<file path="config.mk">
export PLATFORM = sky130hd
export DESIGN_NAME = hrt_handler_port
export DESIGN_NICKNAME = d
export VERILOG_FILES = /design/src/hw/hrt_pkg.sv /design/src/hw/hrt_handler_port.sv
export VERILOG_INCLUDE_DIRS = /design/src /design/src/hw
export SDC_FILE = /design/constraint.sdc
export NUM_CORES = 1
export LEC_CHECK = 0
export ABC_AREA = 0
export BUFFER_PORTS_ARGS = -buffer_cell sky130_fd_sc_hd__buf_2
export CAP_MARGIN = 20
export CORE_ASPECT_RATIO = 1.75
export CORE_MARGIN = 4
export CORE_UTILIZATION = 50
export DETAILED_ROUTE_END_ITERATION = 10
export PLACE_DENSITY = 0.75
export SETUP_SLACK_MARGIN = 0.02
export SLEW_MARGIN = 20
export SYNTH_ARGS = -nofsm -noshare
export SYNTH_HDL_FRONTEND = slang
export SYNTH_SLANG_ARGS = --single-unit
</file>
<file path="constraint.sdc">
create_clock -name MCLK -period 2.4 [get_ports MCLK]
set_clock_uncertainty 0.1 [all_clocks]
set_input_delay 0.12 -clock MCLK [delete_from_list [all_inputs] [get_ports MCLK]]
set_output_delay 0.12 -clock MCLK [all_outputs]
set_load 0.1 [all_outputs]
</file>
<file path="src/hw/hrt_regs.svh">
/*
 * Register offsets, field positions, reset values and timing counts of the
 * handler result and trigger port.
 * Assumes a 40 MHz system clock and byte addresses on a 32-bit Avalon-MM bus.
 */
`ifndef HRT_REGS_SVH
`define HRT_REGS_SVH

// ============================================================
// Register byte offsets
`define HRT_CTRL_OFS        4'h0
`define HRT_STATUS_OFS      4'h4
`define HRT_RESULT_OFS      4'h8
`define HRT_COUNT_OFS       4'hc

// ============================================================
// Control fields
`define HRT_CTRL_OUTSIDE    0
`define HRT_CTRL_RISE       1
`define HRT_CTRL_SOFT_GO    2
`define HRT_CTRL_RESET      2'h3

// ============================================================
// Status fields
`define HRT_STAT_BUSY       0
`define HRT_STAT_PASS       1
`define HRT_STAT_VALID      2

// ============================================================
// Station fail vector: six stations per test category
`define HRT_STATIONS        6
`define HRT_CATEGORIES      5
`define HRT_FAIL_BITS       30

// ============================================================
// Timing
`define HRT_CLK_PERIOD_NS   25
`define HRT_MIN_PULSE_NS    1000
`define HRT_MIN_PULSE_CYC   ((`HRT_MIN_PULSE_NS + `HRT_CLK_PERIOD_NS - 1) / `HRT_CLK_PERIOD_NS)
`define HRT_MIN_GAP_NS      0

`endif

</file>
<file path="src/hw/hrt_pkg.sv">
/*
 * Types of the handler result and trigger port.
 * Assumes nothing of its surroundings.
 */
package hrt_pkg;

    // ============================================================
    // Sequence state, one-hot
    typedef enum logic [1:0] {
        HRT_IDLE = 2'b01,
        HRT_RUN  = 2'b10
    } hrt_state_e;

    // ============================================================
    // Test categories in station fail vector order
    typedef enum logic [2:0] {
        HRT_INDUCTANCE = 3'h0,
        HRT_RESISTANCE = 3'h1,
        HRT_SURGE      = 3'h2,
        HRT_WITHSTAND  = 3'h3,
        HRT_INSULATION = 3'h4
    } hrt_category_e;

    typedef logic [7:0] hrt_width_t;

endpackage

</file>
<file path="src/hw/hrt_handler_port.sv">
/*
 * Handler port of a winding tester: qualifies the active-low start trigger,
 * runs the testing indicator and drives active-low pass and station fail
 * flags, with an Avalon-MM register slave for control and status.
 * Assumes the measurement engine answers each start pulse with a one-cycle
 * done pulse carrying the 30-bit station fail vector, and that the handler
 * pin is already synchronous to MCLK.
 */
`include "hrt_regs.svh"

module hrt_handler_port #(
    parameter hrt_pkg::hrt_width_t PULSE_CYCLES = hrt_pkg::hrt_width_t'(`HRT_MIN_PULSE_CYC)
) (
    // Clock and reset
    input  wire logic        MCLK,
    input  wire logic        RESET,
    // Avalon-MM slave
    input  wire logic [3:0]  AVS_ADDRESS,
    input  wire logic        AVS_READ,
    input  wire logic        AVS_WRITE,
    input  wire logic [31:0] AVS_WRITEDATA,
    input  wire logic [3:0]  AVS_BYTEENABLE,
    output logic      [31:0] AVS_READDATA,
    output logic             AVS_WAITREQUEST,
    // Handler trigger pin
    input  wire logic        START_N,
    // Handler result pins
    output logic             PASS_N,
    output logic             TESTING_N,
    output logic      [5:0]  INDUCTANCE_FAIL_N,
    output logic      [5:0]  RESISTANCE_FAIL_N,
    output logic      [5:0]  SURGE_FAIL_N,
    output logic      [5:0]  WITHSTAND_FAIL_N,
    output logic      [5:0]  INSULATION_FAIL_N,
    // Measurement engine
    output logic             SEQ_START,
    input  wire logic        SEQ_DONE,
    input  wire logic [29:0] STATION_FAIL
);

    // ============================================================
    // Declarations
    hrt_pkg::hrt_state_e state;
    logic                outside_trigger_mode;
    logic                edge_rise;
    logic                start_prev;
    hrt_pkg::hrt_width_t low_cnt;
    logic [29:0]         fail_n;
    logic                result_valid;
    logic [15:0]         trig_count;
    logic [15:0]         reject_count;
    logic                bus_req;
    logic                bus_take;
    logic                soft_go;
    logic                rise_seen;
    logic                rise_ok;
    logic                fall_ok;
    logic                outside_go;
    logic                go;
    logic                done;
    logic [31:0]         next_readdata;

    // Decode of a register offset, shared by read and write paths
    function automatic logic hit(input logic [3:0] addr, input logic [3:0] ofs);
        hit = (addr == ofs);
    endfunction

    // ============================================================
    // Bus handshake: one wait cycle, then the request is taken
    assign bus_req  = AVS_READ | AVS_WRITE;
    assign bus_take = bus_req & ~AVS_WAITREQUEST;

    always_ff @(posedge MCLK) begin
        if (RESET) begin
            AVS_WAITREQUEST <= 1'b1;
        end else begin
            AVS_WAITREQUEST <= ~(bus_req & AVS_WAITREQUEST);
        end
    end

    always_comb begin
        next_readdata = 32'h0000_0000;
        if (hit(AVS_ADDRESS, `HRT_CTRL_OFS)) begin
            next_readdata[`HRT_CTRL_OUTSIDE] = outside_trigger_mode;
            next_readdata[`HRT_CTRL_RISE]    = edge_rise;
        end else if (hit(AVS_ADDRESS, `HRT_STATUS_OFS)) begin
            next_readdata[`HRT_STAT_BUSY]  = (state == hrt_pkg::HRT_RUN);
            next_readdata[`HRT_STAT_PASS]  = ~PASS_N;
            next_readdata[`HRT_STAT_VALID] = result_valid;
        end else if (hit(AVS_ADDRESS, `HRT_RESULT_OFS)) begin
            next_readdata[29:0] = ~fail_n;
        end else if (hit(AVS_ADDRESS, `HRT_COUNT_OFS)) begin
            next_readdata = {reject_count, trig_count};
        end
    end

    // Read data is loaded as waitrequest drops, so it stands at the taking edge
    always_ff @(posedge MCLK) begin
        if (RESET) begin
            AVS_READDATA <= 32'h0000_0000;
        end else if (AVS_READ & AVS_WAITREQUEST) begin
            AVS_READDATA <= next_readdata;
        end
    end

    // ============================================================
    // Control register
    always_ff @(posedge MCLK) begin
        if (RESET) begin
            {edge_rise, outside_trigger_mode} <= `HRT_CTRL_RESET;
        end else if (bus_take & AVS_WRITE & AVS_BYTEENABLE[0]
                     & hit(AVS_ADDRESS, `HRT_CTRL_OFS)) begin
            outside_trigger_mode <= AVS_WRITEDATA[`HRT_CTRL_OUTSIDE];
            edge_rise            <= AVS_WRITEDATA[`HRT_CTRL_RISE];
        end
    end

    // Software start works only while the outside trigger is off
    assign soft_go = bus_take & AVS_WRITE & AVS_BYTEENABLE[0]
                   & hit(AVS_ADDRESS, `HRT_CTRL_OFS)
                   & AVS_WRITEDATA[`HRT_CTRL_SOFT_GO] & ~outside_trigger_mode;

    // ============================================================
    // Trigger qualification: width of the low phase in cycles
    always_ff @(posedge MCLK) begin
        if (RESET) begin
            start_prev <= 1'b1;
            low_cnt    <= 8'h00;
        end else begin
            start_prev <= START_N;
            if (START_N) begin
                low_cnt <= 8'h00;
            end else if (low_cnt != PULSE_CYCLES) begin
                low_cnt <= low_cnt + 8'h01;
            end
        end
    end

    assign rise_seen  = ~start_prev & START_N;
    assign rise_ok    = rise_seen & (low_cnt >= PULSE_CYCLES);
    assign fall_ok    = ~START_N & (low_cnt == PULSE_CYCLES - 8'h01);
    assign outside_go = outside_trigger_mode & (edge_rise ? rise_ok : fall_ok);
    assign go         = (state == hrt_pkg::HRT_IDLE) & (outside_go | soft_go);
    assign done       = (state == hrt_pkg::HRT_RUN) & SEQ_DONE;

    always_ff @(posedge MCLK) begin
        if (RESET) begin
            reject_count <= 16'h0000;
        end else if (rise_seen & (low_cnt < PULSE_CYCLES)) begin
            reject_count <= reject_count + 16'h0001;
        end
    end

    // ============================================================
    // Sequence state and testing indicator
    always_ff @(posedge MCLK) begin
        if (RESET) begin
            state     <= hrt_pkg::HRT_IDLE;
            TESTING_N <= 1'b1;
            SEQ_START <= 1'b0;
        end else begin
            SEQ_START <= go;
            unique case (state)
                hrt_pkg::HRT_IDLE: begin
                    if (go) begin
                        state     <= hrt_pkg::HRT_RUN;
                        TESTING_N <= 1'b0;
                    end
                end
                hrt_pkg::HRT_RUN: begin
                    if (SEQ_DONE) begin
                        state     <= hrt_pkg::HRT_IDLE;
                        TESTING_N <= 1'b1;
                    end
                end
            endcase
        end
    end

    always_ff @(posedge MCLK) begin
        if (RESET) begin
            trig_count <= 16'h0000;
        end else if (go) begin
            trig_count <= trig_count + 16'h0001;
        end
    end

    // ============================================================
    // Results: loaded with the rise of the testing output, released on start
    always_ff @(posedge MCLK) begin
        if (RESET) begin
            fail_n       <= '1;
            PASS_N       <= 1'b1;
            result_valid <= 1'b0;
        end else if (go) begin
            fail_n       <= '1;
            PASS_N       <= 1'b1;
            result_valid <= 1'b0;
        end else if (done) begin
            fail_n       <= ~STATION_FAIL;
            PASS_N       <= (STATION_FAIL != 30'h0000_0000);
            result_valid <= 1'b1;
        end
    end

    // Category slices of the station fail vector, six stations each
    for (genvar c = 0; c < `HRT_CATEGORIES; c++) begin : g_cat
        logic [5:0] slice;
        assign slice = fail_n[c*`HRT_STATIONS +: `HRT_STATIONS];
        if (c == hrt_pkg::HRT_INDUCTANCE) begin : g_l
            assign INDUCTANCE_FAIL_N = slice;
        end else if (c == hrt_pkg::HRT_RESISTANCE) begin : g_r
            assign RESISTANCE_FAIL_N = slice;
        end else if (c == hrt_pkg::HRT_SURGE) begin : g_s
            assign SURGE_FAIL_N = slice;
        end else if (c == hrt_pkg::HRT_WITHSTAND) begin : g_w
            assign WITHSTAND_FAIL_N = slice;
        end else begin : g_i
            assign INSULATION_FAIL_N = slice;
        end
    end
endmodule

</file>
# == Word-level counts from Yosys, hierarchy flattened ==
# Index checks and enable logic that the tools add are counted.
# op_classes
add_sub_neg,3
magnitude_cmp,2
eq_ne,9
n_mux,14
n_bitwise,25
reduce_logical,5
# ops
operator,n
30-bit 2-to-1 mux,2
30-bit inverter,2
"16-bit by 1-bit adder with 16-bit output, second input constant",2
32-bit 2-to-1 mux,1
30-bit nonzero test,1
29-bit 2-to-1 mux,1
1-bit AND,15
"8-bit by 1-bit adder with 8-bit output, second input constant",1
"4-bit equality test, second input constant",2
"8-bit by 6-bit equality test with 1-bit output, second input constant",1
"8-bit by 6-bit greater-or-equal comparator with 1-bit output, second input constant",1
"8-bit by 6-bit < comparator with 1-bit output, second input constant",1
2-bit 2-to-1 mux,4
"8-bit by 6-bit != test with 1-bit output, second input constant",1
1-bit inverter,6
"4-bit by 3-bit equality test with 1-bit output, second input constant",1
4-bit logical NOT,1
"2-bit != test, second input constant",2
2-bit one-hot mux with 2 select lines,1
2-bit OR reduction,2
1-bit 2-to-1 mux,3
3-bit 2-to-1 mux,1
"2-bit by 1-bit equality test with 1-bit output, second input constant",1
"2-bit equality test, second input constant",1
3 further kinds,4
# word_totals
register_bits,112
in_bits,76
out_inout_bits,66

# == Logic depth before layout (Yosys ltp) ==
# Gate-level depths: netlist (run 1).
# logic_depth
depth_word,11
depth_mapped,8
depth_no_buf,6

# == Worst setup path before layout (run 1) ==
# No wires, ideal clock.
# synth_timing
path_type,flip-flop to flip-flop
from,register AVS_WAITREQUEST
to,register fail_n[0]
setup_time_ns,0.141
t_arrival_ns,2.142
required_time_ns,2.159
setup_slack_ns,0.017
path_stages_with_launch,8
path_buffers,2
synth_period_minus_slack_ns,2.383
cell_sequence,dfxtp_1 > nor2_1 > a41o_1 > o211ai_2 > and2_1 > clkbuf_1 > clkbuf_1 > o211ai_1
# synth_between
elab_chain_cells,10
# synth_rtl
element,line_no,source
from (decl),hrt_handler_port.sv:24,"output logic AVS_WAITREQUEST,"
from (signal assigned),hrt_handler_port.sv:77,AVS_WAITREQUEST <= ~(bus_req & AVS_WAITREQUEST);
1-bit inverter,hrt_handler_port.sv:71,assign bus_take = bus_req & ~AVS_WAITREQUEST;
1-bit AND,hrt_handler_port.sv:71,
1-bit AND (5 in series),hrt_handler_port.sv:119,assign soft_go = bus_take & AVS_WRITE & AVS_BYTEENABLE[0]
1-bit bitwise OR,hrt_handler_port.sv:143,assign go = (state == hrt_pkg::HRT_IDLE) & (outside_go | soft_go);
1-bit AND,hrt_handler_port.sv:143,
2-bit OR reduction (no line),--,
to (signal assigned),hrt_handler_port.sv:200,fail_n <= ~STATION_FAIL;
to (decl),hrt_handler_port.sv:48,logic [29:0] fail_n;
# Every way passes these cells.
# A chain may end at the register's enable or synchronous reset.

# == Final worst setup path (run 1) ==
# layout_timing
from,register low_cnt[7]
to,register trig_count[14]
# layout_between
elab_chain_cells,6
elab_cells_between_ends,8
classes_between,1 x order compare; 1 x eq/ne; 1 x mux; 5 x bitwise
# layout_rtl
element,line_no,source
from (decl),hrt_handler_port.sv:47,hrt_pkg::hrt_width_t low_cnt;
from (signal assigned),hrt_handler_port.sv:134,low_cnt <= low_cnt + 8'h01;
8-bit by 6-bit greater-or-equal comparator with 1-bit output or 8-bit by 6-bit equality test with 1-bit output (tied branches),"hrt_handler_port.sv:140, hrt_handler_port.sv:141",
"1-bit AND, on equally long branches","hrt_handler_port.sv:140, hrt_handler_port.sv:141",
1-bit 2-to-1 mux *,hrt_handler_port.sv:142,assign outside_go = outside_trigger_mode & (edge_rise ? rise_ok : fall_ok);
1-bit AND *,hrt_handler_port.sv:142,
1-bit bitwise OR *,hrt_handler_port.sv:143,
1-bit AND *,hrt_handler_port.sv:143,
to (signal assigned),hrt_handler_port.sv:184,trig_count <= trig_count + 16'h0001;
to (decl),hrt_handler_port.sv:50,logic [15:0] trig_count;
# Every way passes the cells marked *; elsewhere a longest branch is shown, timed or not.

==> impl_metrics.ini, run 1 <==
[run_status]
outcome = finished, final reports clean

[setup_path]
path_max_fanout = 32
cp_data_arrival_time_ns = 2.46
crit_buf_inv = 1
crit_type = reg -> reg
slowest_delay_ns = 0.57
critPathRequiredTime_ns = 2.58
crit_chain = or4b_4 > nor4_4 > o211ai_2 > buf_12 > or4_1 > a21oi_1
crit_family = simple AND/OR/NAND/NOR gates
rrSetupSlack_ns = 0.11
cpMaxStageDelayCell = or4b_4
endpoint_kind = flip-flop
worstSetupStartpointType = flip-flop

[grt]
grt_usage = 0.250
grt_pass1_vias = 4595
overflow = 0
grt_max_degree = 62
antenna_found_initial = 0
grt_pass1_wl_um = 21900

[job]
drv_cap = 0

[finish]
layout.nets = 785
drive_above_1_share = 0.215
final_cell_mix = buf_2 (109), dfxtp_1 (108), nor2_1 (87)
mostFrequentLayoutCell = buf_2
layout-area-overhead-vs-synth_pct = 27.7

[clock_tree]
clkTransAtPathRegs_ns = 0.07
cts.sinks = 111
cts-root-buf = clkbuf_16
clock_path_buffers = 2
cts_made_buffers = 9
post_cts_buffers = 0
clk_latency_ns = 0.35
tritoncts = yes
htreeDepth = 3

[yosys]
ys.flop_type = dfxtp_1
synth-seq-cells = 111
synth_edf_count = 0
synth_area_mm2 = 0.00474
ys.warnings.count = 0
syn_avg_cell_area_um2 = 8.25
async_reset_ff_frac = 0
synth.distinct_cells = 40
yosysSeqAreaShare = 0.468
syn_nets = 655
synthCells = 575

[placed_design]
place.gp.congestion = 0.820
hpwlAfterDp_um = 9330
pre_cts_ws_ns = 0.0533
port-buffer-count = 109

[detailed_routing]
wl_per_cell_um = 16.2
num_vias = 4689
routed_wl_um = 13500
drc = 0
vias_per_cell = 5.64
drt_iter0_markers = 200
dr.pass1.iters = 5
ant_nets = 0

[timing]
final-hold-violation-count = 0
period_share = 0.952
slew_headroom = 0.508
maxSlewViolCount = 0
period_needed_ns = 2.29
fin_ws_ns = 0.115
rsz0062_at_grt = false
setup_tns_ns = 0
worst_pin_slew_ns = 0.735
finalSetupViolations = 0
fmax_ghz = 0.438

[floorplan]
rows = 46
fp.dieW_um = 81.6
design.core.area_mm2 = 0.00915
pin_count = 142
start_util = 0.518
die_area_mm2 = 0.0112
die_h_um = 137

[power_and_ir_drop]
pwr-share-comb = 0.094
leakage_nw = 2.47
switching_power_mw = 0.881
p_int_mw = 2.70
max-vdd-ir-drop_mv = 0.433
p_total_mw = 3.58
power_density_mw_per_mm2 = 591
seqPwrFrac = 0.523
swShare = 0.246
pwr-share-clk = 0.383

[hold_path]
hold_path.class = in -> reg
-- final cells by class --
class                      instances  area, um^2
antenna                            1        2.50
clock buffer                      13         250
clock inverter                     3        18.8
fill                             745        3090
inverter                          11        41.3
multi-input combinational        413        2330
sequential                       111        2230
tap                              120         150
timing repair buffer             159        1040
-- sequential cells by signal, summed over array words and instances (netlist names), 2 cells and up --
signal        flops
AVS_READDATA     32
fail_n           30
reject_count     16
trig_count       16
low_cnt           8
state             2
-- worst paths after layout --
| kind | endpoint | cells after the start | start |
|---|---|---|---|
| max | trig_count[14] | 6 | low_cnt[7] |
| min | state[0] | 3 | RESET |
| max reg2reg | trig_count[14] | 6 | low_cnt[7] |
| min reg2reg | AVS_READDATA[30] | 2 | AVS_READDATA[30] |
-- routing by layer --
metal	global-route usage	vias up	wire length, um
met3	0.0474	43	580
met1	0.286	2203	5050
met4	0.140	0	626
li1	-	2290	-
met5	0	-	0
met2	0.427	153	7230
-- per-stage QoR --
| step | hold WS (ns) | utilization | area [um^2] | cells |
|---|---|---|---|---|
| global placement | 0.234 | 0.592 | 5420 | 778 |
| finish | 0.0162 | 0.662 | 6060 | 831 |
| detailed placement | 0.238 | 0.592 | 5420 | 778 |
| global route | 0.0544 | 0.662 | 6060 | 830 |
| floorplan | 0.128 | - | 4740 | 575 |
| CTS | 0.0162 | 0.661 | 6050 | 830 |
-- synthesized netlist by cell type (all sizes together) (2+ instances only) --
| cell type | number | area [um^2] |
|---|---|---|
| dfxtp | 111 | 2220 |
| nor2 | 87 | 327 |
| a21oi | 73 | 365 |
| nand2 | 54 | 203 |
| clkbuf | 36 | 135 |
| nor3 | 32 | 160 |
| o211ai | 32 | 245 |
| nand3 | 15 | 75.1 |
| xor2 | 14 | 123 |
| inv | 11 | 41.3 |
| nand4 | 11 | 68.8 |
| nor4 | 11 | 90.1 |
| o21ai | 10 | 50.1 |
| o31ai | 10 | 75.1 |
| or4 | 10 | 75.1 |
| xnor2 | 7 | 61.3 |
| or3 | 6 | 37.5 |
| and3 | 5 | 31.3 |
| and2 | 4 | 25.0 |
| buf | 4 | 22.5 |
| ha | 4 | 50.1 |
| mux2i | 4 | 40.0 |
| a22oi | 3 | 22.5 |
| or2 | 3 | 18.8 |
| or4b | 3 | 33.8 |
| mux4 | 2 | 45.0 |
| nand2b | 2 | 12.5 |
| nand3b | 2 | 15.0 |
| nor2b | 2 | 12.5 |
| o21a | 2 | 15.0 |
-- power groups by stage --
stage	Combinational, mW	Sequential (mW)	Clock, mW
6_report	0.337	1.88	1.37
5_1_grt	0.363	1.88	1.45
4_1_cts	0.334	1.87	1.39
3_5_place_dp	0.291	1.92	0
3_3_place_gp	0.287	1.92	0
2_1_floorplan	0.113	1.99	0
-- worst register-to-register path, stage by stage (launching register included) --
cell	delay, ns
dfxtp_1	0.35
or4b_4	0.57
nor4_4	0.18
o211ai_2	0.15
buf_12	0.19
or4_1	0.52
a21oi_1	0.16
-- logic make-up after synthesis --
logic type      count (synthesis)  share of synthesized area
simple gates                  250                      0.255
compound gates                132                      0.167
flops                         111                      0.468
buf+inv                        51                     0.0419
xor+xnor                       21                     0.0388
mux                             6                     0.0179
fa+ha+maj                       4                     0.0106
-- what timing repair did --
item	4_1_cts	5_1_grt
endpoints found under the setup margin	0	11
hold buffers	36	0
resized for setup	0	4
hold endpoints to repair	33	0
Note: power is estimated with default switching activity, not from simulation.
==> run 2, diff against run 1 <==
Settings changed: PLACE_DENSITY 0.75 to 0.82, SLEW_MARGIN 20 to default.
==> impl_metrics.ini, run 2 (synthesis gave the netlist of run 1 again) <==
[power_and_ir_drop]
leakage_nw = 2.51
max-vdd-ir-drop_mv = 0.475
power_density_mw_per_mm2 = 635

[grt]
grt_usage = 0.257
grt-busiest-layer = met2
grt_pass1_wl_um = 22100
grt_pass1_vias = 4649
grt_max_degree = 62
use_met2 = 0.451
grtUsageMet3 = 0.0422
antenna_found_initial = 2
overflow = 0
met1_usage = 0.272

[placed_design]
place.gp.congestion = 0.806
dp.cells = 777
port-buffer-count = 109
hpwlAfterDp_um = 9120
place_area_mm2 = 0.00542

[finish]
layout-area-overhead-vs-synth_pct = 29.5
drive_above_1_share = 0.214
mostFrequentLayoutCell = dfxtp_1
largest_register_ff_count = 32
layout.nets = 785
top_regs = AVS_READDATA: 32 flops, fail_n: 30 flops
regMostFlops = AVS_READDATA
nFillCells = 727
final_cell_mix = dfxtp_1 (110), buf_2 (109), nor2_1 (87)
final_area_mm2 = 0.00614
layout.cells.non_filler = 833
final_util = 0.671

[timing]
worst_pin_slew_ns = 0.801
setup_tns_ns = 0
rsz0062_at_grt = false
fin_hold_ws_ns = 0.0777
maxSlewViolCount = 0
finalSetupViolations = 0
period_share = 0.956
final-hold-violation-count = 0
slew_headroom = 0.464
fmax_ghz = 0.436
period_needed_ns = 2.30

[setup_path]
slowest_delay_ns = 0.67
worstSetupStartpointType = flip-flop
rrSetupSlack_ns = 0.10
path_max_fanout = 7
endpoint_kind = flip-flop
cpMostUsedCell = or4b_1
reg2reg_from = low_cnt[7]
cpMaxStageDelayCell = or4b_1
cp_data_arrival_time_ns = 2.47
crit_family = simple AND/OR/NAND/NOR gates
crit_chain = or4b_1 > or4b_1 > or3_1 > a21oi_1
critPathRequiredTime_ns = 2.57
r2r_cells = 4
r2r-end = reject_count[11]
startpoint = low_cnt[7]
crit_buf_inv = 0
crit_type = reg -> reg

[clock_tree]
clkTransAtPathRegs_ns = 0.07
htreeDepth = 3
clk_latency_ns = 0.35
tritoncts = yes
cts-root-buf = clkbuf_16
cts_made_buffers = 9
clock_path_buffers = 2
cts.sinks = 111

[hold_path]
hp-start = SEQ_DONE
hold_end = result_valid
hold_path.class = in -> reg
hold_depth = 3

[job]
drv_cap = 0

[floorplan]
die_area_mm2 = 0.0112
fp.dieW_um = 81.6
start_util = 0.518
die_h_um = 137
rows = 46
design.core.area_mm2 = 0.00915
pin_count = 142

[detailed_routing]
drc = 0
dr.pass1.iters = 5
ant_nets = 0
num_vias = 4816
wl_per_cell_um = 16.9
drt_iter0_markers = 381
vias_per_cell = 5.78
routed_wl_um = 14100

[run_status]
outcome = finished, final reports clean
-- run 2: cell types whose count changed in the layout (fill, tap and decap cells not counted), moves of 2 or more --
cell and change:
buf_4 -2, diode_2 +2, dfxtp_1 +2, dfxtp_2 -2, clkbuf_1 -3, clkbuf_8 +2
bufinv_16 +2
-- run 2: through the flow --
step / setup WS (ns) / power, mW
final: 0.105 / 3.90
after CTS: 0.0578 / 3.90
after global placement: 0.137 / 2.20
after detailed placement: 0.0843 / 2.21
after global routing: 0.0113 / 4.01
after floorplan: 0.115 / 2.11
-- run 2: layer usage --
metal / up-vias / share of wire / routed length (um)
met5: - / 0 / 0
li1: 2301 / - / -
met4: 0 / 0.055 / 770
met3: 58 / 0.049 / 687
met1: 2265 / 0.36 / 5090
met2: 192 / 0.53 / 7530
-- run 2: power by group --
group | leakage, nW | switching [mW] | internal, mW | total (mW)
registers | 0.897 | 0.0171 | 1.86 | 1.88
clock network | 0.169 | 0.677 | 1.00 | 1.68
logic | 1.44 | 0.233 | 0.114 | 0.347
total | 2.51 | 0.927 | 2.97 | 3.90
-- run 2: worst min-delay path, cell delays in order --
cell,delay (ns)
buf_2,0.10
and2_1,0.16
o21a_1,0.11
-- run 2: final cells by class --
class | count | area [um^2] | area share
Multi-Input combinational cell | 413 | 2330 | 0.379
Tap cell | 120 | 150 | 0.0244
Clock inverter | 4 | 73.8 | 0.0120
Antenna cell | 3 | 7.51 | 0.00122
Clock buffer | 12 | 267 | 0.0434
Inverter | 11 | 41.3 | 0.00672
Timing Repair Buffer | 159 | 1050 | 0.171
Sequential cell | 111 | 2220 | 0.362
-- run 2: how the worst max path moves through the flow --
stage               cells past startpoint          endpoint  slack (ns)
finish                                  4  reject_count[11]        0.10
global route                            7    trig_count[11]        0.01
CTS                                     6    trig_count[11]        0.06
detailed placement                      6    trig_count[12]        0.08
global placement                        6    trig_count[12]        0.14
floorplan                               5    trig_count[10]        0.12
-- run 2: repair_timing --
item                       in CTS  in global routing
hold buffers                   37                  0
hold endpoints to repair       34                  0
setup endpoints to repair       0                  8
setup buffers                   0                  0
gates resized for setup         0                  1
